### src/hw/dib_consts.svh
// Notes on behaviour
// RULE1 - Auto mode copies process variable to output.
// RULE2 - Manual mode drives written value; PV tracks.
// RULE3 - Out of service: halt, bad status, flag.
// RULE4 - Resource auto and valid channel before leaving.
// RULE5 - Normal operation passes good non-cascade status.
// RULE6 - Simulation supplies field, PV and output status.
// RULE7 - Manual output status is good, constant.
// RULE8 - Channel 6 is switch one, 7 switch two.
// RULE9 - Two independent instances, each own channel.
// RULE10 - Invert option complements field value before PV.
// RULE11 - PV changes only after filter time held.
// RULE12 - Alarm compares final output, every execution.
// RULE13 - Invert only option; writable only out of service.
// RULE14 - Alarm when output equals limit; 255 disables.
// RULE15 - Error bit 1 for uninitialized channel.
// RULE16 - Error bit 3 while simulation enabled.
// RULE17 - Error bit 7 on input failure.
// RULE18 - Error bit 14 from power-up until running.
// RULE19 - Error bit 15 while out of service.
// RULE20 - Other error bits held cleared.
// RULE21 - Hardware failure bad; transducer off bad out-of-service.
// RULE22 - Simulation only enabled while jumper asserted.
// RULE23 - Mode bits: 7 out of service, 4 manual, 3 auto.
// RULE24 - Filter counts while different, restarts when equal.
`ifndef DIB_CONSTS_SVH
`define DIB_CONSTS_SVH
`define DIB_IDX_TARGET 4'h0
`define DIB_IDX_ACTUAL 4'h1
`define DIB_IDX_PERMIT 4'h2
`define DIB_IDX_CHAN   4'h3
`define DIB_IDX_OPTS   4'h4
`define DIB_IDX_FTIME  4'h5
`define DIB_IDX_LIMIT  4'h6
`define DIB_IDX_MAN    4'h7
`define DIB_IDX_SIM    4'h8
`define DIB_IDX_BLKERR 4'h9
`define DIB_IDX_OUT    4'ha
`define DIB_IDX_PV     4'hb
`define DIB_WA_GLOBAL  6'h20
`define DIB_A_WORD     7:2
`define DIB_A_GLOB     5
`define DIB_A_INST     4
`define DIB_A_IDX      3:0
`define DIB_D_BYTE     7:0
`define DIB_D_HALF     15:0
`define DIB_D_SIMEN    16
`define DIB_D_INV      0
`define DIB_D_RES      0
`define DIB_MODE_OOS   8'h80
`define DIB_MODE_MAN   8'h10
`define DIB_MODE_AUTO  8'h08
`define DIB_PERMIT_RST 8'h98
`define DIB_CH_SW1     8'h06
`define DIB_CH_SW2     8'h07
`define DIB_ST_GOOD    8'h80
`define DIB_ST_CONST   8'h83
`define DIB_ST_BAD     8'h00
`define DIB_ST_BAD_OOS 8'h1c
`define DIB_LIM_OFF    8'hff
`define DIB_BE_CFG     1
`define DIB_BE_SIM     3
`define DIB_BE_INPUT   7
`define DIB_BE_PWRUP   14
`define DIB_BE_OOS     15
`define DIB_BE_USED    16'hc08a
`endif

### src/hw/dib_pkg.sv
package dib_pkg;
  typedef enum logic [2:0] {
    DIB_OOS  = 3'b001,
    DIB_MAN  = 3'b010,
    DIB_AUTO = 3'b100
  } dib_mode_t;
  typedef struct packed {
    logic [7:0] status;
    logic [7:0] value;
  } dib_sig_t;
  typedef struct packed {
    logic     alarm;
    dib_sig_t out;
  } dib_out_t;
endpackage

### src/hw/dib_top.sv
`timescale 1ns/10ps
`include "dib_consts.svh"
module dib_top (
  // Clock and reset
  input  wire logic                  hclk,
  input  wire logic                  hresetn,
  // AHB-Lite slave
  input  wire logic                  hsel,
  input  wire logic [31:0]           haddr,
  input  wire logic [1:0]            htrans,
  input  wire logic                  hwrite,
  input  wire logic [2:0]            hsize,
  input  wire logic [31:0]           hwdata,
  input  wire logic                  hready,
  output logic      [31:0]           hrdata,
  output logic                       hreadyout,
  output logic                       hresp,
  // Transducer readbacks and health
  input  wire logic                  switch_one_readback,
  input  wire logic                  switch_two_readback,
  input  wire logic                  input_hw_fail,
  input  wire logic                  xd_out_of_service,
  // Simulate-enable jumper pin
  input  wire logic                  sim_jumper,
  // Block outputs, one per instance
  output dib_pkg::dib_out_t [1:0]    block_out
);

  function automatic logic [7:0] dib_inv(input logic [7:0] v);
    dib_inv = (v == 8'h00) ? 8'h01 : 8'h00;
  endfunction

  function automatic logic dib_chan_ok(input logic [7:0] c);
    dib_chan_ok = (c == `DIB_CH_SW1) || (c == `DIB_CH_SW2);
  endfunction

  logic                 j_s1_r;
  logic                 j_s2_r;
  logic                 j_s3_r;
  logic                 jumper_r;
  logic                 res_auto_r;
  logic                 wr_pend_r;
  logic [5:0]           wr_addr_r;
  logic [7:0]           target_r [2];
  logic [7:0]           permit_r [2];
  logic [7:0]           chan_r   [2];
  logic [7:0]           lim_r    [2];
  logic                 opts_r   [2];
  logic [15:0]          ftime_r  [2];
  logic [15:0]          cnt_r    [2];
  logic                 sim_en_r [2];
  logic                 pwrup_r  [2];
  dib_pkg::dib_sig_t    man_r    [2];
  dib_pkg::dib_sig_t    sim_r    [2];
  dib_pkg::dib_sig_t    field_r  [2];
  dib_pkg::dib_sig_t    pv_r     [2];
  dib_pkg::dib_mode_t   mode_r   [2];
  dib_pkg::dib_mode_t   mode_nxt [2];
  dib_pkg::dib_sig_t    field_nxt[2];
  dib_pkg::dib_sig_t    out_nxt  [2];
  logic [7:0]           proc_val [2];
  logic                 sim_act  [2];
  logic [15:0]          blkerr   [2];
  logic [31:0]          rd_word;
  logic                 addr_ok;
  logic [5:0]           ra;
  logic [5:0]           wa;

  assign addr_ok = hsel && htrans[1] && hready;
  assign ra      = haddr[`DIB_A_WORD];
  assign wa      = wr_addr_r;

  // The first stage feeds only the second; a change counts once two and three agree.
  always_ff @(posedge hclk or negedge hresetn) begin
    if (!hresetn) begin
      j_s1_r   <= 1'b0;
      j_s2_r   <= 1'b0;
      j_s3_r   <= 1'b0;
      jumper_r <= 1'b0;
    end else begin
      j_s1_r <= sim_jumper;
      j_s2_r <= j_s1_r;
      j_s3_r <= j_s2_r;
      if (j_s2_r == j_s3_r) begin
        jumper_r <= j_s3_r;
      end
    end
  end

  // Zero-wait slave: read data is registered at the address phase edge.
  always_ff @(posedge hclk or negedge hresetn) begin
    if (!hresetn) begin
      wr_pend_r <= 1'b0;
      wr_addr_r <= 6'h00;
      hrdata    <= 32'h0000_0000;
      hreadyout <= 1'b0;
      hresp     <= 1'b0;
    end else begin
      hreadyout <= 1'b1;
      hresp     <= 1'b0;
      wr_pend_r <= addr_ok && hwrite;
      if (addr_ok) begin
        wr_addr_r <= ra;
      end
      if (addr_ok && !hwrite) begin
        hrdata <= rd_word;
      end
    end
  end

  always_comb begin
    rd_word = 32'h0000_0000;
    if (ra == `DIB_WA_GLOBAL) begin
      rd_word[`DIB_D_RES] = res_auto_r;
    end else if (!ra[`DIB_A_GLOB]) begin
      for (int i = 0; i < 2; i++) begin
        if (ra[`DIB_A_INST] == i[0]) begin
          case (ra[`DIB_A_IDX])
            `DIB_IDX_TARGET: rd_word[`DIB_D_BYTE] = target_r[i];
            `DIB_IDX_ACTUAL: rd_word[`DIB_D_BYTE] = (mode_r[i] == dib_pkg::DIB_OOS) ?
                `DIB_MODE_OOS : (mode_r[i] == dib_pkg::DIB_MAN) ? // RULE23
                `DIB_MODE_MAN : `DIB_MODE_AUTO;
            `DIB_IDX_PERMIT: rd_word[`DIB_D_BYTE] = permit_r[i];
            `DIB_IDX_CHAN:   rd_word[`DIB_D_BYTE] = chan_r[i];
            `DIB_IDX_OPTS:   rd_word[`DIB_D_INV] = opts_r[i];
            `DIB_IDX_FTIME:  rd_word[`DIB_D_HALF] = ftime_r[i];
            `DIB_IDX_LIMIT:  rd_word[`DIB_D_BYTE] = lim_r[i];
            `DIB_IDX_MAN:    rd_word[`DIB_D_HALF] = man_r[i];
            `DIB_IDX_SIM: begin
              rd_word[`DIB_D_HALF]  = sim_r[i];
              rd_word[`DIB_D_SIMEN] = sim_en_r[i];
            end
            `DIB_IDX_BLKERR: rd_word[`DIB_D_HALF] = blkerr[i];
            `DIB_IDX_OUT:    rd_word = {15'h0000, block_out[i]};
            `DIB_IDX_PV:     rd_word = {field_r[i], pv_r[i]};
            default:         rd_word = 32'h0000_0000;
          endcase
        end
      end
    end
  end

  // Configuration written by software.
  always_ff @(posedge hclk or negedge hresetn) begin
    if (!hresetn) begin
      res_auto_r <= 1'b0;
      for (int i = 0; i < 2; i++) begin
        target_r[i] <= `DIB_MODE_OOS;
        permit_r[i] <= `DIB_PERMIT_RST;
        chan_r[i]   <= 8'h00;
        lim_r[i]    <= `DIB_LIM_OFF;
        opts_r[i]   <= 1'b0;
        ftime_r[i]  <= 16'h0000;
        man_r[i]    <= 16'h0000;
        sim_r[i]    <= 16'h0000;
        sim_en_r[i] <= 1'b0;
      end
    end else begin
      if (wr_pend_r && wa == `DIB_WA_GLOBAL) begin
        res_auto_r <= hwdata[`DIB_D_RES];
      end
      for (int i = 0; i < 2; i++) begin
        if (!jumper_r) begin
          sim_en_r[i] <= 1'b0; // RULE22
        end
        if (wr_pend_r && !wa[`DIB_A_GLOB] && wa[`DIB_A_INST] == i[0]) begin
          case (wa[`DIB_A_IDX])
            `DIB_IDX_TARGET: begin
              if (hwdata[`DIB_D_BYTE] != 8'h00 &&
                  (hwdata[`DIB_D_BYTE] & ~permit_r[i]) == 8'h00) begin
                target_r[i] <= hwdata[`DIB_D_BYTE];
              end
            end
            `DIB_IDX_PERMIT: permit_r[i] <= hwdata[`DIB_D_BYTE];
            `DIB_IDX_CHAN:   chan_r[i] <= hwdata[`DIB_D_BYTE];
            `DIB_IDX_OPTS: begin
              if (mode_r[i] == dib_pkg::DIB_OOS) begin
                opts_r[i] <= hwdata[`DIB_D_INV]; // RULE13
              end
            end
            `DIB_IDX_FTIME:  ftime_r[i] <= hwdata[`DIB_D_HALF];
            `DIB_IDX_LIMIT:  lim_r[i] <= hwdata[`DIB_D_BYTE];
            `DIB_IDX_MAN:    man_r[i] <= hwdata[`DIB_D_HALF];
            `DIB_IDX_SIM: begin
              sim_r[i]    <= hwdata[`DIB_D_HALF];
              sim_en_r[i] <= hwdata[`DIB_D_SIMEN] && jumper_r; // RULE22
            end
            default: ;
          endcase
        end
      end
    end
  end

  // Per-instance signal path, evaluated every clock.
  always_comb begin
    for (int i = 0; i < 2; i++) begin
      sim_act[i] = sim_en_r[i] && jumper_r;
      field_nxt[i].value = 8'h00;
      if (chan_r[i] == `DIB_CH_SW1) begin
        field_nxt[i].value = {7'h00, switch_one_readback}; // RULE8 RULE9
      end else if (chan_r[i] == `DIB_CH_SW2) begin
        field_nxt[i].value = {7'h00, switch_two_readback}; // RULE8 RULE9
      end
      if (xd_out_of_service) begin
        field_nxt[i].status = `DIB_ST_BAD_OOS; // RULE21
      end else if (input_hw_fail) begin
        field_nxt[i].status = `DIB_ST_BAD; // RULE21
      end else begin
        field_nxt[i].status = `DIB_ST_GOOD; // RULE5
      end
      if (sim_act[i]) begin
        field_nxt[i] = sim_r[i]; // RULE6
      end
      proc_val[i] = opts_r[i] ? dib_inv(field_r[i].value) : field_r[i].value; // RULE10
      // A target holding several bits settles on the most restrictive one.
      if ((target_r[i] & `DIB_MODE_OOS) != 8'h00 || !res_auto_r ||
          !dib_chan_ok(chan_r[i])) begin
        mode_nxt[i] = dib_pkg::DIB_OOS; // RULE4
      end else if ((target_r[i] & `DIB_MODE_MAN) != 8'h00) begin
        mode_nxt[i] = dib_pkg::DIB_MAN;
      end else if ((target_r[i] & `DIB_MODE_AUTO) != 8'h00) begin
        mode_nxt[i] = dib_pkg::DIB_AUTO;
      end else begin
        mode_nxt[i] = dib_pkg::DIB_OOS;
      end
      case (mode_r[i])
        dib_pkg::DIB_OOS: begin
          out_nxt[i].value  = block_out[i].out.value;
          out_nxt[i].status = `DIB_ST_BAD_OOS; // RULE3
        end
        dib_pkg::DIB_MAN: begin
          out_nxt[i].value  = man_r[i].value; // RULE2
          out_nxt[i].status = `DIB_ST_CONST; // RULE7
        end
        dib_pkg::DIB_AUTO: begin
          out_nxt[i] = pv_r[i]; // RULE1 RULE5 RULE6
        end
        default: begin
          out_nxt[i].value  = block_out[i].out.value;
          out_nxt[i].status = `DIB_ST_BAD_OOS;
        end
      endcase
      blkerr[i] = 16'h0000; // RULE20
      blkerr[i][`DIB_BE_CFG]   = !dib_chan_ok(chan_r[i]); // RULE15
      blkerr[i][`DIB_BE_SIM]   = sim_act[i]; // RULE16
      blkerr[i][`DIB_BE_INPUT] = input_hw_fail || xd_out_of_service; // RULE17
      blkerr[i][`DIB_BE_PWRUP] = pwrup_r[i]; // RULE18
      blkerr[i][`DIB_BE_OOS]   = (mode_r[i] == dib_pkg::DIB_OOS); // RULE19
    end
  end

  // Mode, filter, process variable and output registers.
  always_ff @(posedge hclk or negedge hresetn) begin
    if (!hresetn) begin
      for (int i = 0; i < 2; i++) begin
        mode_r[i]    <= dib_pkg::DIB_OOS;
        pwrup_r[i]   <= 1'b1;
        field_r[i]   <= {`DIB_ST_BAD_OOS, 8'h00};
        pv_r[i]      <= {`DIB_ST_BAD_OOS, 8'h00};
        cnt_r[i]     <= 16'h0000;
        block_out[i] <= {1'b0, `DIB_ST_BAD_OOS, 8'h00};
      end
    end else begin
      for (int i = 0; i < 2; i++) begin
        mode_r[i] <= mode_nxt[i];
        if (mode_r[i] != dib_pkg::DIB_OOS) begin
          pwrup_r[i] <= 1'b0; // RULE18
        end
        // Processing halts out of service so field, PV and output value hold.
        if (mode_r[i] != dib_pkg::DIB_OOS) begin
          field_r[i]        <= field_nxt[i];
          pv_r[i].status    <= field_r[i].status; // RULE6 RULE21
          if (proc_val[i] == pv_r[i].value) begin
            cnt_r[i] <= 16'h0000; // RULE24
          end else if (cnt_r[i] >= ftime_r[i]) begin
            pv_r[i].value <= proc_val[i]; // RULE11
            cnt_r[i]      <= 16'h0000;
          end else begin
            cnt_r[i] <= cnt_r[i] + 16'h0001; // RULE24
          end
        end
        block_out[i].out   <= out_nxt[i];
        block_out[i].alarm <= (lim_r[i] != `DIB_LIM_OFF) &&
                              (out_nxt[i].value == lim_r[i]); // RULE12 RULE14
      end
    end
  end
endmodule

### config.mk
export PLATFORM = sky130hd
export DESIGN_NAME = dib_top
export DESIGN_NICKNAME = d
export VERILOG_FILES = /design/src/hw/dib_pkg.sv /design/src/hw/dib_top.sv
export VERILOG_INCLUDE_DIRS = /design/src /design/src/hw
export SDC_FILE = /design/constraint.sdc
export NUM_CORES = 1
export LEC_CHECK = 0
export ABC_AREA = 1
export BUFFER_PORTS_ARGS = -buffer_cell sky130_fd_sc_hd__buf_2
export CAP_MARGIN = 20
export CORE_AREA = 2 2 214 216
export CTS_BUF_LIST = sky130_fd_sc_hd__clkbuf_4
export CTS_CLUSTER_SIZE = 40
export DETAILED_ROUTE_END_ITERATION = 10
export DIE_AREA = 0 0 216 218
export GPL_TIMING_DRIVEN = 0
export MAX_ROUTING_LAYER = met4
export SLEW_MARGIN = 5
export SYNTH_ARGS = -nofsm -noshare
export SYNTH_HDL_FRONTEND = slang
export SYNTH_SLANG_ARGS = --single-unit
### constraint.sdc
create_clock -name hclk -period 2.6 [get_ports hclk]
set_input_delay 0.52 -clock hclk [delete_from_list [all_inputs] [get_ports hclk]]
set_output_delay 0.52 -clock hclk [all_outputs]
set_load 0.02 [all_outputs]
Yosys cells after proc, flatten, opt, wreduce, memory -nomap -nowiden
Cells that the tools add are included.
{"block": "word_totals", "latch_bits": 0, "mem_bits_ro": 0, "memories": 0, "inputBits": 79, "out_inout_bits": 68, "elab_cells": 205, "ramBits": 0, "ff_bits": 347}
{"block": "op_classes", "add_sub_neg": 2, "n_eq_ne": 39, "reduce_logical": 55, "n_mul": 0, "div_mod_pow": 0, "n_bitwise": 7, "n_mux": 49, "magnitude_cmp": 2, "n_shift": 0}
{"operator": "2-to-1 mux 16 bit", "count": 6}
{"operator": "2-to-1 mux 32 bit", "count": 3}
{"operator": "one-hot mux 7 bit (12 select lines)", "count": 1}
{"operator": "one-hot mux 7 bit (11 select lines)", "count": 1}
{"operator": "one-hot mux 16 bit (2 select lines)", "count": 2}
{"operator": "one-hot mux 8 bit (7 select lines)", "count": 1}
{"operator": "2-to-1 mux 8 bit", "count": 6}
{"operator": "one-hot mux 8 bit (6 select lines)", "count": 1}
{"operator": "adder 16 x 1 -> 16 bit (second input constant)", "count": 2}
{"operator": "== test 4 x 3 -> 1 bit (second input constant)", "count": 8}
{"operator": "== test 8 x 3 -> 1 bit (second input constant)", "count": 4}
{"operator": "== test 8 bit", "count": 4}
{"operator": "greater-or-equal comparator 16 bit", "count": 2}
{"operator": "zero test 8 bit", "count": 4}
{"operator": "2-to-1 mux 31 bit", "count": 1}
{"operator": "one-hot mux 15 bit (2 select lines)", "count": 1}
{"operator": "AND reduction 2 bit", "count": 12}
{"operator": "one-hot mux 1 bit (11 select lines)", "count": 2}
{"operator": "== test 4 bit (second input constant)", "count": 5}
{"operator": "2-to-1 mux 3 bit", "count": 6}
{"operator": "AND reduction 3 bit", "count": 6}
{"operator": "AND 8 bit", "count": 2}
{"operator": "== test 4 x 2 -> 1 bit (second input constant)", "count": 4}
{"operator": "!= test 8 bit (second input constant)", "count": 2}
{"operator": "other kinds (22)", "count": 68}

Longest topological paths before layout
Gate-level depths: netlist (run 1).
{"block": "logic_depth", "word_depth": 9, "depth_mapped": 15, "ltp_nobuf": 14}

Worst setup path before layout (run 1)
OpenSTA, ideal clock, no wires.
{"block": "synth_path", "kind": "register -> register", "startpoint": "reg cnt_r[11] (netlist bit)", "endpoint": "reg cnt_r[11] (netlist bit)", "t_arrival_ns": 1.758, "path_stages_with_launch": 10, "period_less_slack_ns": 1.824, "slack_ns": 0.776, "required_ns": 2.534, "cell_sequence": "dfrtp_1 -> ha_1 -> a21oi_1 -> nand2_1 -> a21oi_2 -> nand3_2 -> buf_6 -> nor2_1 -> nand2_1 -> nand2_1"}
{"block": "synth_between", "elab_chain_cells": 3, "word_cells_on_any_way": 4}
{"item": "start: declaration", "line": "dib_top.sv:50", "source": "logic [15:0] cnt_r [2];"}
{"item": "start signal: indexed assignment", "line": "dib_top.sv:280", "source": "cnt_r[i] <= cnt_r[i] + 16'h0001;"}
{"item": "adder 16 x 1 -> 16 bit / greater-or-equal comparator 16 bit (equally long branches)", "line": "dib_top.sv:280, dib_top.sv:276"}
{"item": "2-to-1 mux 16 bit *", "line": "dib_top.sv:276", "source": "end else if (cnt_r[i] >= ftime_r[i]) begin"}
{"item": "2-to-1 mux 16 bit *", "line": "dib_top.sv:274", "source": "if (proc_val[i] == pv_r[i].value) begin"}
Mark *: on every way between the ends. The rest lies on a longest branch, timed or not.
A chain may end at the register's enable or synchronous reset.

Worst setup path after layout (run 1)
{"block": "layout_path", "startpoint": "in haddr[3]", "endpoint": "reg hrdata[2]"}
{"block": "layout_between", "elab_chain_cells": 7, "word_cells_on_any_way": 19}
{"item": "start: declaration", "line": "dib_top.sv:9", "source": "input wire logic [31:0] haddr,"}
{"item": "== test 4 bit (tied with other cells)", "line": "dib_top.sv:118", "source": "case (ra[`DIB_A_IDX])"}
{"item": "one-hot mux 7 bit (11 select lines)", "line": "dib_top.sv:118"}
{"item": "2-to-1 mux 32 bit", "line": "dib_top.sv:117", "source": "if (ra[`DIB_A_INST] == i[0]) begin"}
{"item": "one-hot mux 7 bit (12 select lines)", "line": "dib_top.sv:118"}
{"item": "2-to-1 mux 32 bit", "line": "dib_top.sv:117"}
{"item": "2-to-1 mux 32 bit", "line": "dib_top.sv:115", "source": "end else if (!ra[`DIB_A_GLOB]) begin"}
{"item": "2-to-1 mux 31 bit *", "line": "dib_top.sv:113", "source": "if (ra == `DIB_WA_GLOBAL) begin"}
{"item": "end signal: assignment", "line": "dib_top.sv:106", "source": "hrdata <= rd_word;"}
{"item": "end: declaration", "line": "dib_top.sv:15", "source": "output logic [31:0] hrdata,"}
Marks and branches as above.

==> flow_summary.yaml, run 1 <==
global_routing:
  antenna_found_initial: 2
  grt-ovfl-total: 0
  grt_usage_pct: 29.8
  grt_max_degree: 103
  grt_pass1_wl_mm: 102
  grt_pass1_vias: 16905
worst_hold_path:
  hold_path_depth: 3
  min-delay-start: "haddr[4]"
  hold_class: "in2reg"
clocking:
  cts_setup_buffers: 0
  cts_sinks: 347
  clk_path_buf_depth: 3
  numCtsBuffers: 98
  cts_tree: "yes"
  ctsResizeCount: 0
  clk_latency_ps: 870
  root_buffer: "clkbuf_4"
  htreeDepth: 3
  clk_pin_slew_ps: 60
drt:
  drt_iter0_markers: 1980
  wl_per_cell_um: 21.2
  routed_via_density: 5.44
  drt-total-wl_mm: 67.5
  dr.pass1.iters: 7
  vias: 17305
  drc_errors: 0
  drtAntennaViolNets: 0
yosys:
  synth_area_leader_cell: "dfrtp_1"
  synth_adder_area_share_pct: 2.46
  syn-num-nets: 2397
  syn_area_per_cell_um2: 7.77
  ys_warn_count: 0
  synth_xor_area_share_pct: 1.23
  synth-edff-count: 0
  synthesis.area_um2: 17700
  synth_top_family_by_area: "simple AND/OR/NAND/NOR gates"
  syn_inst: 2284
  ys.flop_type: "dfrtp_1"
  muxShareOfSynthArea_pct: 0
  yosys.area_share.simple_pct: 27.2
  yosysMostFrequentCell: "nand2_1"
  yosys.area.top_type_share_pct: 42.5
  synth.distinct_cells: 47
  ys_top_cells_by_count: "nand2_1 (737), o21ai_0 (303), dfrtp_1 (301)"
  synth_compound_area_share_pct: 12.5
  ys_ff_latch: 347
  synth-async-reset-ratio_pct: 100
  yosysSeqAreaShare_pct: 49.3
  synth_area_leaders: "dfrtp_1 (42%), nand2_1 (16%), o21ai_0 (8.6%)"
setup_path:
  cp_max_fo: 10
  worstReg2RegEnd: "pv_r[2]$_DFFE_PN0P_"
  crit_chain: "dlygate4sd3_1 -> buf_2 -> nand2_1 -> inv_1 -> nand2_1 -> clkbuf_2 -> o21ai_0 -> a21oi_1 -> nand3_1 -> nand3_1 -> nand2_1"
  arrival_ps: 3220
  critPathRequiredTime_ps: 3340
  r2r_slack_ps: 240
  r2r-start: "cnt_r[9]$_DFFE_PN0P_"
  cp_common_cell: "nand2_1"
  crit_path_top_delay_cell: "dlygate4sd3_1"
  slowest_delay_ps: 530
  end_kind: "flop"
  cp-endpoint: "hrdata[2]$_DFFE_PN0P_"
  crit_type: "in2reg"
  crit_path_start: "haddr[3]"
  rr_worst_depth: 8
  crit_path_start_kind: "input port"
timing:
  tightestPinTransition_ps: 1100
  fin_crit_ps: 2480
  finClkSkew_ps: 76.8
  fin_hold_ws_ps: 44.4
  rsz0062_at_grt: "no"
  setup_slack_ps: 121
  finalCritPeriodShare_pct: 95.4
  timing.fmax_ghz: 0.403
  maxSlewViolCount: 0
  max-slew-margin-rel_pct: 26.6
  hold_viol_final: 0
  setup_viol: 0
job:
  maxCapViolations: 0
finish:
  layout.cells.non_filler: 3180
  syn2layout_area_growth_pct: 15.5
  nets: 2607
  finalCoreUtilization_pct: 45.6
  drive_gt1_share_pct: 14.7
floorplanning:
  dieArea_um2: 47100
  initial_core_util_pct: 39.5
  die_w_um: 216
  die_h_um: 218
  core-area_um2: 44900
  std_cell_rows: 78
  ios: 147
outcome:
  outcome: "finished clean"
pwr:
  p_seq_share_pct: 48.1
  ir_drop_uv: 410
  swShare_pct: 29.7
  leakagePower_nw: 10.6
  clock_power_share_pct: 41.3
  total_power_mw: 13.0
  p_per_area_nw_per_um2: 634
  intPower_mw: 9.14
  switchingPower_mw: 3.85
  p_comb_share_pct: 10.7
place:
  port_buffers: 99
  dpl.hpwl_mm: 49.7
  dp_slack_ps: -129
  dp.cells: 2986
  gp_congestion: 0.943
==> cell usage in the layout (no fill, tap or decap), types with 6 or more instances in the layout <==
master / netlist / routed
a21oi_1: 43 / 43
a32o_1: 15 / 15
buf_2: 24 / 122
clkbuf_1: 57 / 57
clkbuf_4: 0 / 151
clkinv_1: 2 / 25
dfrtp_1: 301 / 301
dfstp_2: 46 / 46
dlygate4sd3_1: 0 / 8
ha_1: 34 / 34
inv_1: 221 / 221
inv_2: 8 / 10
nand2_1: 737 / 737
nand3_1: 110 / 110
nand3_2: 15 / 15
nand3b_1: 8 / 8
nand4_1: 73 / 73
nor2_1: 158 / 158
nor3_1: 25 / 25
o211ai_1: 6 / 6
o21ai_0: 303 / 303
o21ai_1: 17 / 17
o22ai_1: 13 / 13
xnor2_1: 6 / 6
xor2_1: 19 / 19
==> worst max-delay path: cells and delay by family <==
| family | cells | cell delay (ps) |
|---|---|---|
| buffers and inverters | 4 | 1230 |
| AND/OR/NAND/NOR | 5 | 1060 |
| AO/OA/AOI/OAI | 2 | 400 |
==> layer usage <==
layer  wire length (µm)  global-route usage, %  part of all wire [%]  vias up
met5                  0                      -                     0        -
met4               2740                   11.7                   4.1        0
met3               5160                   5.63                   7.6      194
met2              30900                   46.6                    46      792
met1              28800                   38.3                    43     8371
li1                   -                      -                     -     7948
==> through the flow <==
stage	instance area, µm²	setup TNS (ps)
after floorplan	17700	0
after global placement	19000	-1909260
after detailed placement	19100	-569
after CTS	20500	0
after global routing	20500	0
final	20500	0
==> cell type report <==
type,instances,area [µm²]
repair buffers,110,668
plain buffers,92,422
multi-input cells,1614,7710
inverters,231,867
fillers,4623,24400
clock inverters,33,186
well taps,600,751
flip-flops and latches,347,8740
clock buffers,151,1130
diodes,2,5.00
==> power groups by stage <==
stage,Sequential (mW),Combinational [mW],Clock [mW]
global route,6.28,1.55,5.75
global placement,6.30,1.31,0
finish,6.24,1.38,5.36
floorplan,6.23,0.769,0
detailed placement,6.31,1.36,0
CTS,6.22,1.37,5.46
==> cell families (layout without fill, tap and decap cells) <==
family / after synthesis / count (layout)
DFF: 347 / 347
buffers and inverters: 323 / 617
AOI/OAI and AO/OA: 412 / 412
adders and majority gates: 35 / 35
and+or+nand+nor: 1140 / 1140
xor gates and xnor gates: 25 / 25
other: 2 / 4
==> flip-flops by register name (all words and copies together), names as in the netlist, 6 cells and up <==
signal,cells
sim_r,32
man_r,32
chan_r,16
mode_r,6
block_out,34
permit_r,16
lim_r,16
cnt_r,32
pv_r,32
field_r,32
hrdata,32
wa,6
target_r,16
ftime_r,32
==> worst min-delay path by stage <==
stage                                   to  slack [ps]
global placement          j_s2_r$_DFF_PN0_         340
global route             wa[3]$_DFFE_PN0P_          50
finish                   wa[2]$_DFFE_PN0P_          40
detailed placement        j_s2_r$_DFF_PN0_         350
CTS                      wa[2]$_DFFE_PN0P_          10
floorplan           block_out[0]$_DFF_PN0_         220
==> repair_timing <==
item                                    CTS  global route
hold buffers                              8             0
hold endpoints to repair                 76             0
endpoints found under the setup margin    0             0
Note: power is estimated with default switching activity, not from simulation.
==> run 2: changes to the inputs <==
- clock period: 2.6 -> 2.68 ns (I/O delays scaled with it)
==> flow_summary.yaml, run 2 (synthesized netlist as in run 1, its figures left out) <==
outcome:
  outcome: "finished clean"
finish:
  syn2layout_area_growth_pct: 15.4
  regArea_um2: 8740
  largest_reg_flops: 34
  layout_common_cells: "nand2_1 (737), o21ai_0 (303), dfrtp_1 (301), inv_1 (221), nor2_1 (158)"
  layout.cells.non_filler: 3179
  n_fill_cell: 4623
  multi_input_area_um2: 7710
  nets: 2606
  largest_register: "block_out"
  final_common_cell: "nand2_1"
  drive_gt1_share_pct: 14.7
drt:
  routed_via_density: 5.42
  dr.pass1.iters: 6
  vias: 17219
  drtAntennaViolNets: 0
  drt_iter0_markers: 1861
  drt-total-wl_mm: 67.3
  wl_per_cell_um: 21.2
  drc_errors: 0
setup_path:
  cp_common_cell: "nand2_1"
  r2r_slack_ps: 310
  critPathRequiredTime_ps: 3420
  slowest_delay_ps: 530
  crit_path_top_delay_cell: "dlygate4sd3_1"
  crit_chain: "dlygate4sd3_1 -> buf_2 -> nand2_1 -> inv_1 -> nand2_1 -> clkbuf_2 -> o21ai_0 -> a21oi_1 -> nand3_1 -> nand3_1 -> nand2_1"
  worstReg2RegEnd: "pv_r[2]$_DFFE_PN0P_"
  cp_max_fo: 10
  arrival_ps: 3230
  crit_type: "in2reg"
  crit_path_start_kind: "input port"
  r2r-start: "cnt_r[9]$_DFFE_PN0P_"
  end_kind: "flop"
  rr_worst_depth: 8
global_routing:
  grt_pass1_vias: 16905
  grt_usage_pct: 29.8
  grt_pass1_wl_mm: 102
  antenna_found_initial: 2
  grt_max_degree: 103
  grt-ovfl-total: 0
timing:
  tightestPinTransition_ps: 1130
  finClkSkew_ps: 74.2
  setup_viol: 0
  fin_crit_ps: 2490
  fin_hold_ws_ps: 42.9
  rsz0062_at_grt: "no"
  maxSlewViolCount: 0
  timing.fmax_ghz: 0.402
  finalCritPeriodShare_pct: 92.8
  hold_viol_final: 0
  max-slew-margin-rel_pct: 24.9
clocking:
  clk_pin_slew_ps: 60
  numCtsBuffers: 98
  cts_sinks: 347
  clk_latency_ps: 860
  cts_tree: "yes"
  ctsResizeCount: 0
  root_buffer: "clkbuf_4"
  clk_path_buf_depth: 3
  htreeDepth: 3
floorplanning:
  die_w_um: 216
  dieArea_um2: 47100
  die_h_um: 218
  core-area_um2: 44900
  ios: 147
  std_cell_rows: 78
  initial_core_util_pct: 39.5
job:
  maxCapViolations: 0
worst_hold_path:
  hold_class: "in2reg"
  hold_path_depth: 3
  min-delay-start: "haddr[2]"
  min_to: "wa[0]$_DFFE_PN0P_"
pwr:
  intPower_mw: 8.86
  leakagePower_nw: 10.6
  switchingPower_mw: 3.72
  swShare_pct: 29.6
  ir_drop_uv: 400
  p_per_area_nw_per_um2: 615
  p_seq_share_pct: 48.1
  clock_power_share_pct: 41.3
  p_comb_share_pct: 10.6
place:
  dp.cells: 2986
  dpl.hpwl_mm: 49.7
  gp_congestion: 0.943
  port_buffers: 99
run 2: cell types whose count changed in the layout (fill, tap and decap cells not counted), sizes merged:
| cell | delta |
|---|---|
| dlygate4sd3 | -1 |
run 2: worst max-delay path, delay by kind of cell:
kind	cells	cell delay, ps
compound gates	2	400
simple gates	5	1060
buf+inv	4	1220
run 2: timing repair:
| item | CTS | global route |
|---|---|---|
| hold buffers | 7 | 0 |
| hold endpoints to repair | 73 | 0 |
| setup buffers | 0 | 0 |
run 2: area by class of cell:
class / instances / share of cell area, %
tap: 600 / 3.67
multi-input combinational: 1614 / 37.6
clock buffer: 151 / 5.54
inverter: 231 / 4.24
timing repair buffer: 109 / 3.22
sequential: 347 / 42.7
antenna: 2 / 0.0244
buffer: 92 / 2.06
clock inverter: 33 / 0.911
run 2: power by group through the flow:
| stage | registers, mW | clock network (mW) | logic (mW) |
|---|---|---|---|
| 2_1_floorplan | 6.04 | 0 | 0.746 |
| 3_3_place_gp | 6.12 | 0 | 1.27 |
| 3_5_place_dp | 6.12 | 0 | 1.32 |
| 4_1_cts | 6.03 | 5.29 | 1.33 |
| 5_1_grt | 6.09 | 5.58 | 1.50 |
| 6_report | 6.05 | 5.19 | 1.34 |
run 2: worst max path at each step:
stage	from	slack (ps)	end
2_1_floorplan	cnt_r[11]$_DFFE_PN0P_	860	cnt_r[11]$_DFFE_PN0P_
3_3_place_gp	hresetn	-5780	cnt_r[24]$_DFFE_PN0N_
3_5_place_dp	haddr[3]	-60	hrdata[2]$_DFFE_PN0P_
4_1_cts	haddr[3]	290	hrdata[2]$_DFFE_PN0P_
5_1_grt	cnt_r[9]$_DFFE_PN0P_	130	pv_r[4]$_DFFE_PN0P_
6_report	haddr[3]	190	hrdata[2]$_DFFE_PN0P_
run 2: stage by stage:
stage          worst slack [ps]  TNS [ps]  power [mW]  util, %  instance area, µm²
2_1_floorplan               856         0        6.79        -               17700
3_3_place_gp              -5780  -1886590        7.39     42.3               19000
3_5_place_dp              -64.7      -140        7.44     42.5               19100
4_1_cts                     289         0        12.7     45.6               20500
5_1_grt                     127         0        13.2     45.6               20500
6_report                    192         0        12.6     45.6               20500
run 2: metal layers:
layer	up-vias	share of wire [%]	GRT usage (%)
met5	-	0	-
met4	0	4.0	11.7
met3	183	8.1	5.63
met2	801	46	46.6
met1	8286	42	38.3
li1	7949	-	-
==> run 3: changes to the inputs <==
- ABC_AREA: 1 -> unset
- CORE_AREA: 2 2 214 216 -> 2 2 216 218
- DIE_AREA: 0 0 216 218 -> 0 0 218 220
==> flow_summary.yaml, run 3 <==
timing:
  setup_viol: 0
  setup_tns_ps: 0
  maxSlewViolCount: 0
  max-slew-margin-rel_pct: 26.9
  fin_crit_ps: 2580
  rsz0062_at_grt: "no"
  finalCritPeriodShare_pct: 96.3
  finClkSkew_ps: 75.7
  timing.fmax_ghz: 0.387
  hold_viol_final: 0
  tightestPinTransition_ps: 1100
place:
  dp.cells: 2562
  dpl.hpwl_mm: 52.1
  port_buffers: 99
  gp_congestion: 1.01
  place_area_um2: 19500
global_routing:
  grt_max_degree: 115
  antenna_found_initial: 2
  grt_usage_pct: 30.4
  grt-ovfl-total: 0
  grt_pass1_vias: 15709
  grt_pass1_wl_mm: 103
pwr:
  p_per_area_nw_per_um2: 584
  leakagePower_nw: 9.58
  ir_drop_uv: 405
  total_power_mw: 12.2
clocking:
  clk_latency_ps: 880
  clk_pin_slew_ps: 70
  cts_sinks: 347
  root_buffer: "clkbuf_4"
  clk_path_buf_depth: 3
  cts_tree: "yes"
  numCtsBuffers: 96
  htreeDepth: 3
setup_path:
  crit_chain: "buf_2 -> clkbuf_1 -> clkbuf_1 -> clkbuf_1 -> a32oi_1 -> o211ai_1 -> o21ai_0 -> a31oi_1"
  critPathRequiredTime_ps: 3430
  crit_path_start_kind: "input port"
  cp_common_cell: "clkbuf_1"
  slowest_delay_ps: 700
  arrival_ps: 3330
  end_kind: "flop"
  critical-path-top-delay-family: "buffers and inverters"
  crit_path_top_delay_cell: "clkbuf_1"
  path_buf_inv: 4
  cp_max_fo: 10
  crit_type: "in2reg"
yosys:
  synth-async-reset-ratio_pct: 100
  yosysSeqAreaShare_pct: 48.4
  ys_ff_latch: 347
  synth_area_leader_cell: "dfrtp_1"
  ys.flop_type: "dfrtp_1"
  synth-edff-count: 0
  synthesis.area_um2: 18100
  synth_area_leaders: "dfrtp_1 (42%), mux2_2 (7.1%), dfstp_2 (6.7%)"
  yosysMostFrequentCell: "dfrtp_1"
  syn-num-nets: 1962
  syn_area_per_cell_um2: 9.77
  syn_inst: 1849
  yosys.area.top_type_share_pct: 41.7
  synth.distinct_cells: 82
  ys_warn_count: 0
  ys_top_cells_by_count: "dfrtp_1 (301), nand2_1 (296), o21ai_0 (143)"
drt:
  dr.pass1.iters: 6
  drc_errors: 0
  vias: 16492
  wl_per_cell_um: 25.5
  drtAntennaViolNets: 0
  drt_iter0_markers: 1815
  drt-total-wl_mm: 70.4
  routed_via_density: 5.99
finish:
  syn2layout_area_growth_pct: 15.9
  finalCoreUtilization_pct: 45.7
  stdcell_area_um2: 21000
  largest_reg_flops: 34
  layout.cells.non_filler: 2755
  largest_register: "block_out"
  final_common_cell: "dfrtp_1"
  nets: 2175
  drive_gt1_share_pct: 23.1
  layout_common_cells: "dfrtp_1 (301), nand2_1 (296), clkbuf_4 (147), o21ai_0 (142), mux2_2 (114)"
floorplanning:
  ios: 147
  core-area_um2: 45900
  die_h_um: 220
  initial_core_util_pct: 39.4
  dieArea_um2: 48000
  die_w_um: 218
  std_cell_rows: 79
outcome:
  outcome: "finished clean"
job:
  maxCapViolations: 0
worst_hold_path:
  hold_class: "in2reg"
run 3: cell type report:
cell class | instances | area, µm²
Antenna cell | 2 | 5.00
Fill cell | 4514 | 24900
Buffer | 120 | 490
Inverter | 70 | 263
Clock buffer | 147 | 1100
Multi-Input combinational cell | 1311 | 8640
Sequential cell | 347 | 8740
Timing Repair Buffer | 116 | 718
Tap cell | 607 | 759
Clock inverter | 35 | 225
run 3: cell families after synthesis:
logic type      synth area share, %
flops                          48.4
xor+xnor                       1.11
compound gates                 17.6
mux                            9.61
simple gates                   16.7
other cells                  0.0416
buf+inv                        4.13
fa+ha+maj                      2.52
run 3: power breakdown:
group / leakage, nW / internal, mW / total (mW) / switching [mW]
Sequential: 4.31 / 5.54 / 5.86 / 0.321
Clock: 0.775 / 2.80 / 5.21 / 2.41
Combinational: 4.50 / 0.395 / 1.16 / 0.761
run 3: per-layer routing:
metal | up-vias | global-route usage, % | wire length [µm]
met5 | - | - | 0
met4 | 0 | 13.9 | 3140
met3 | 186 | 6.06 | 6410
met2 | 883 | 45.1 | 31500
met1 | 8179 | 40.1 | 29300
li1 | 7244 | - | -
run 3: final timing paths:
path,start,endpoint,slack [ps],cells past startpoint
hold / removal,hwdata[14],sim_r[30]$_DFFE_PN0P_,40,2
hold reg to reg,j_s1_r$_DFF_PN0_,j_s2_r$_DFF_PN0_,350,0
setup / recovery,haddr[3],hrdata[5]$_DFFE_PN0P_,100,8
setup reg to reg,ftime_r[1]$_DFFE_PN0P_,cnt_r[13]$_DFFE_PN0P_,110,9
min in group asynchronous,hresetn,pv_r[25]$_DFFE_PN0N_,230,2
max in group asynchronous,hresetn,lim_r[5]$_DFFE_PN1P_,1130,4
run 3: through the flow:
stage / hold slack, ps / worst slack, ps
2_1_floorplan: 240 / 328
3_3_place_gp: 340 / -5660
3_5_place_dp: 336 / -889
4_1_cts: 0.139 / 4.11
5_1_grt: 14.1 / 1.60
6_report: 43.3 / 98.8
run 3: what timing repair did:
action | 4_1_cts | 5_1_grt
buffers inserted | 3 | 4
endpoints found under the hold margin | 72 | 0
hold buffers | 3 | 0
gates cloned | 0 | 0
pin swaps | 2 | 4
setup endpoints to repair | 71 | 73
gates resized for setup | 5 | 21
run 3: worst reg2reg max path: stages (launching register included):
cell	delay, ps
dfrtp_1	480
inv_1	80
ha_1	210
or3b_2	460
o2111ai_1	130
a31oi_1	140
o21ai_1	360
clkbuf_2	300
a41oi_1	160
o22ai_1	190
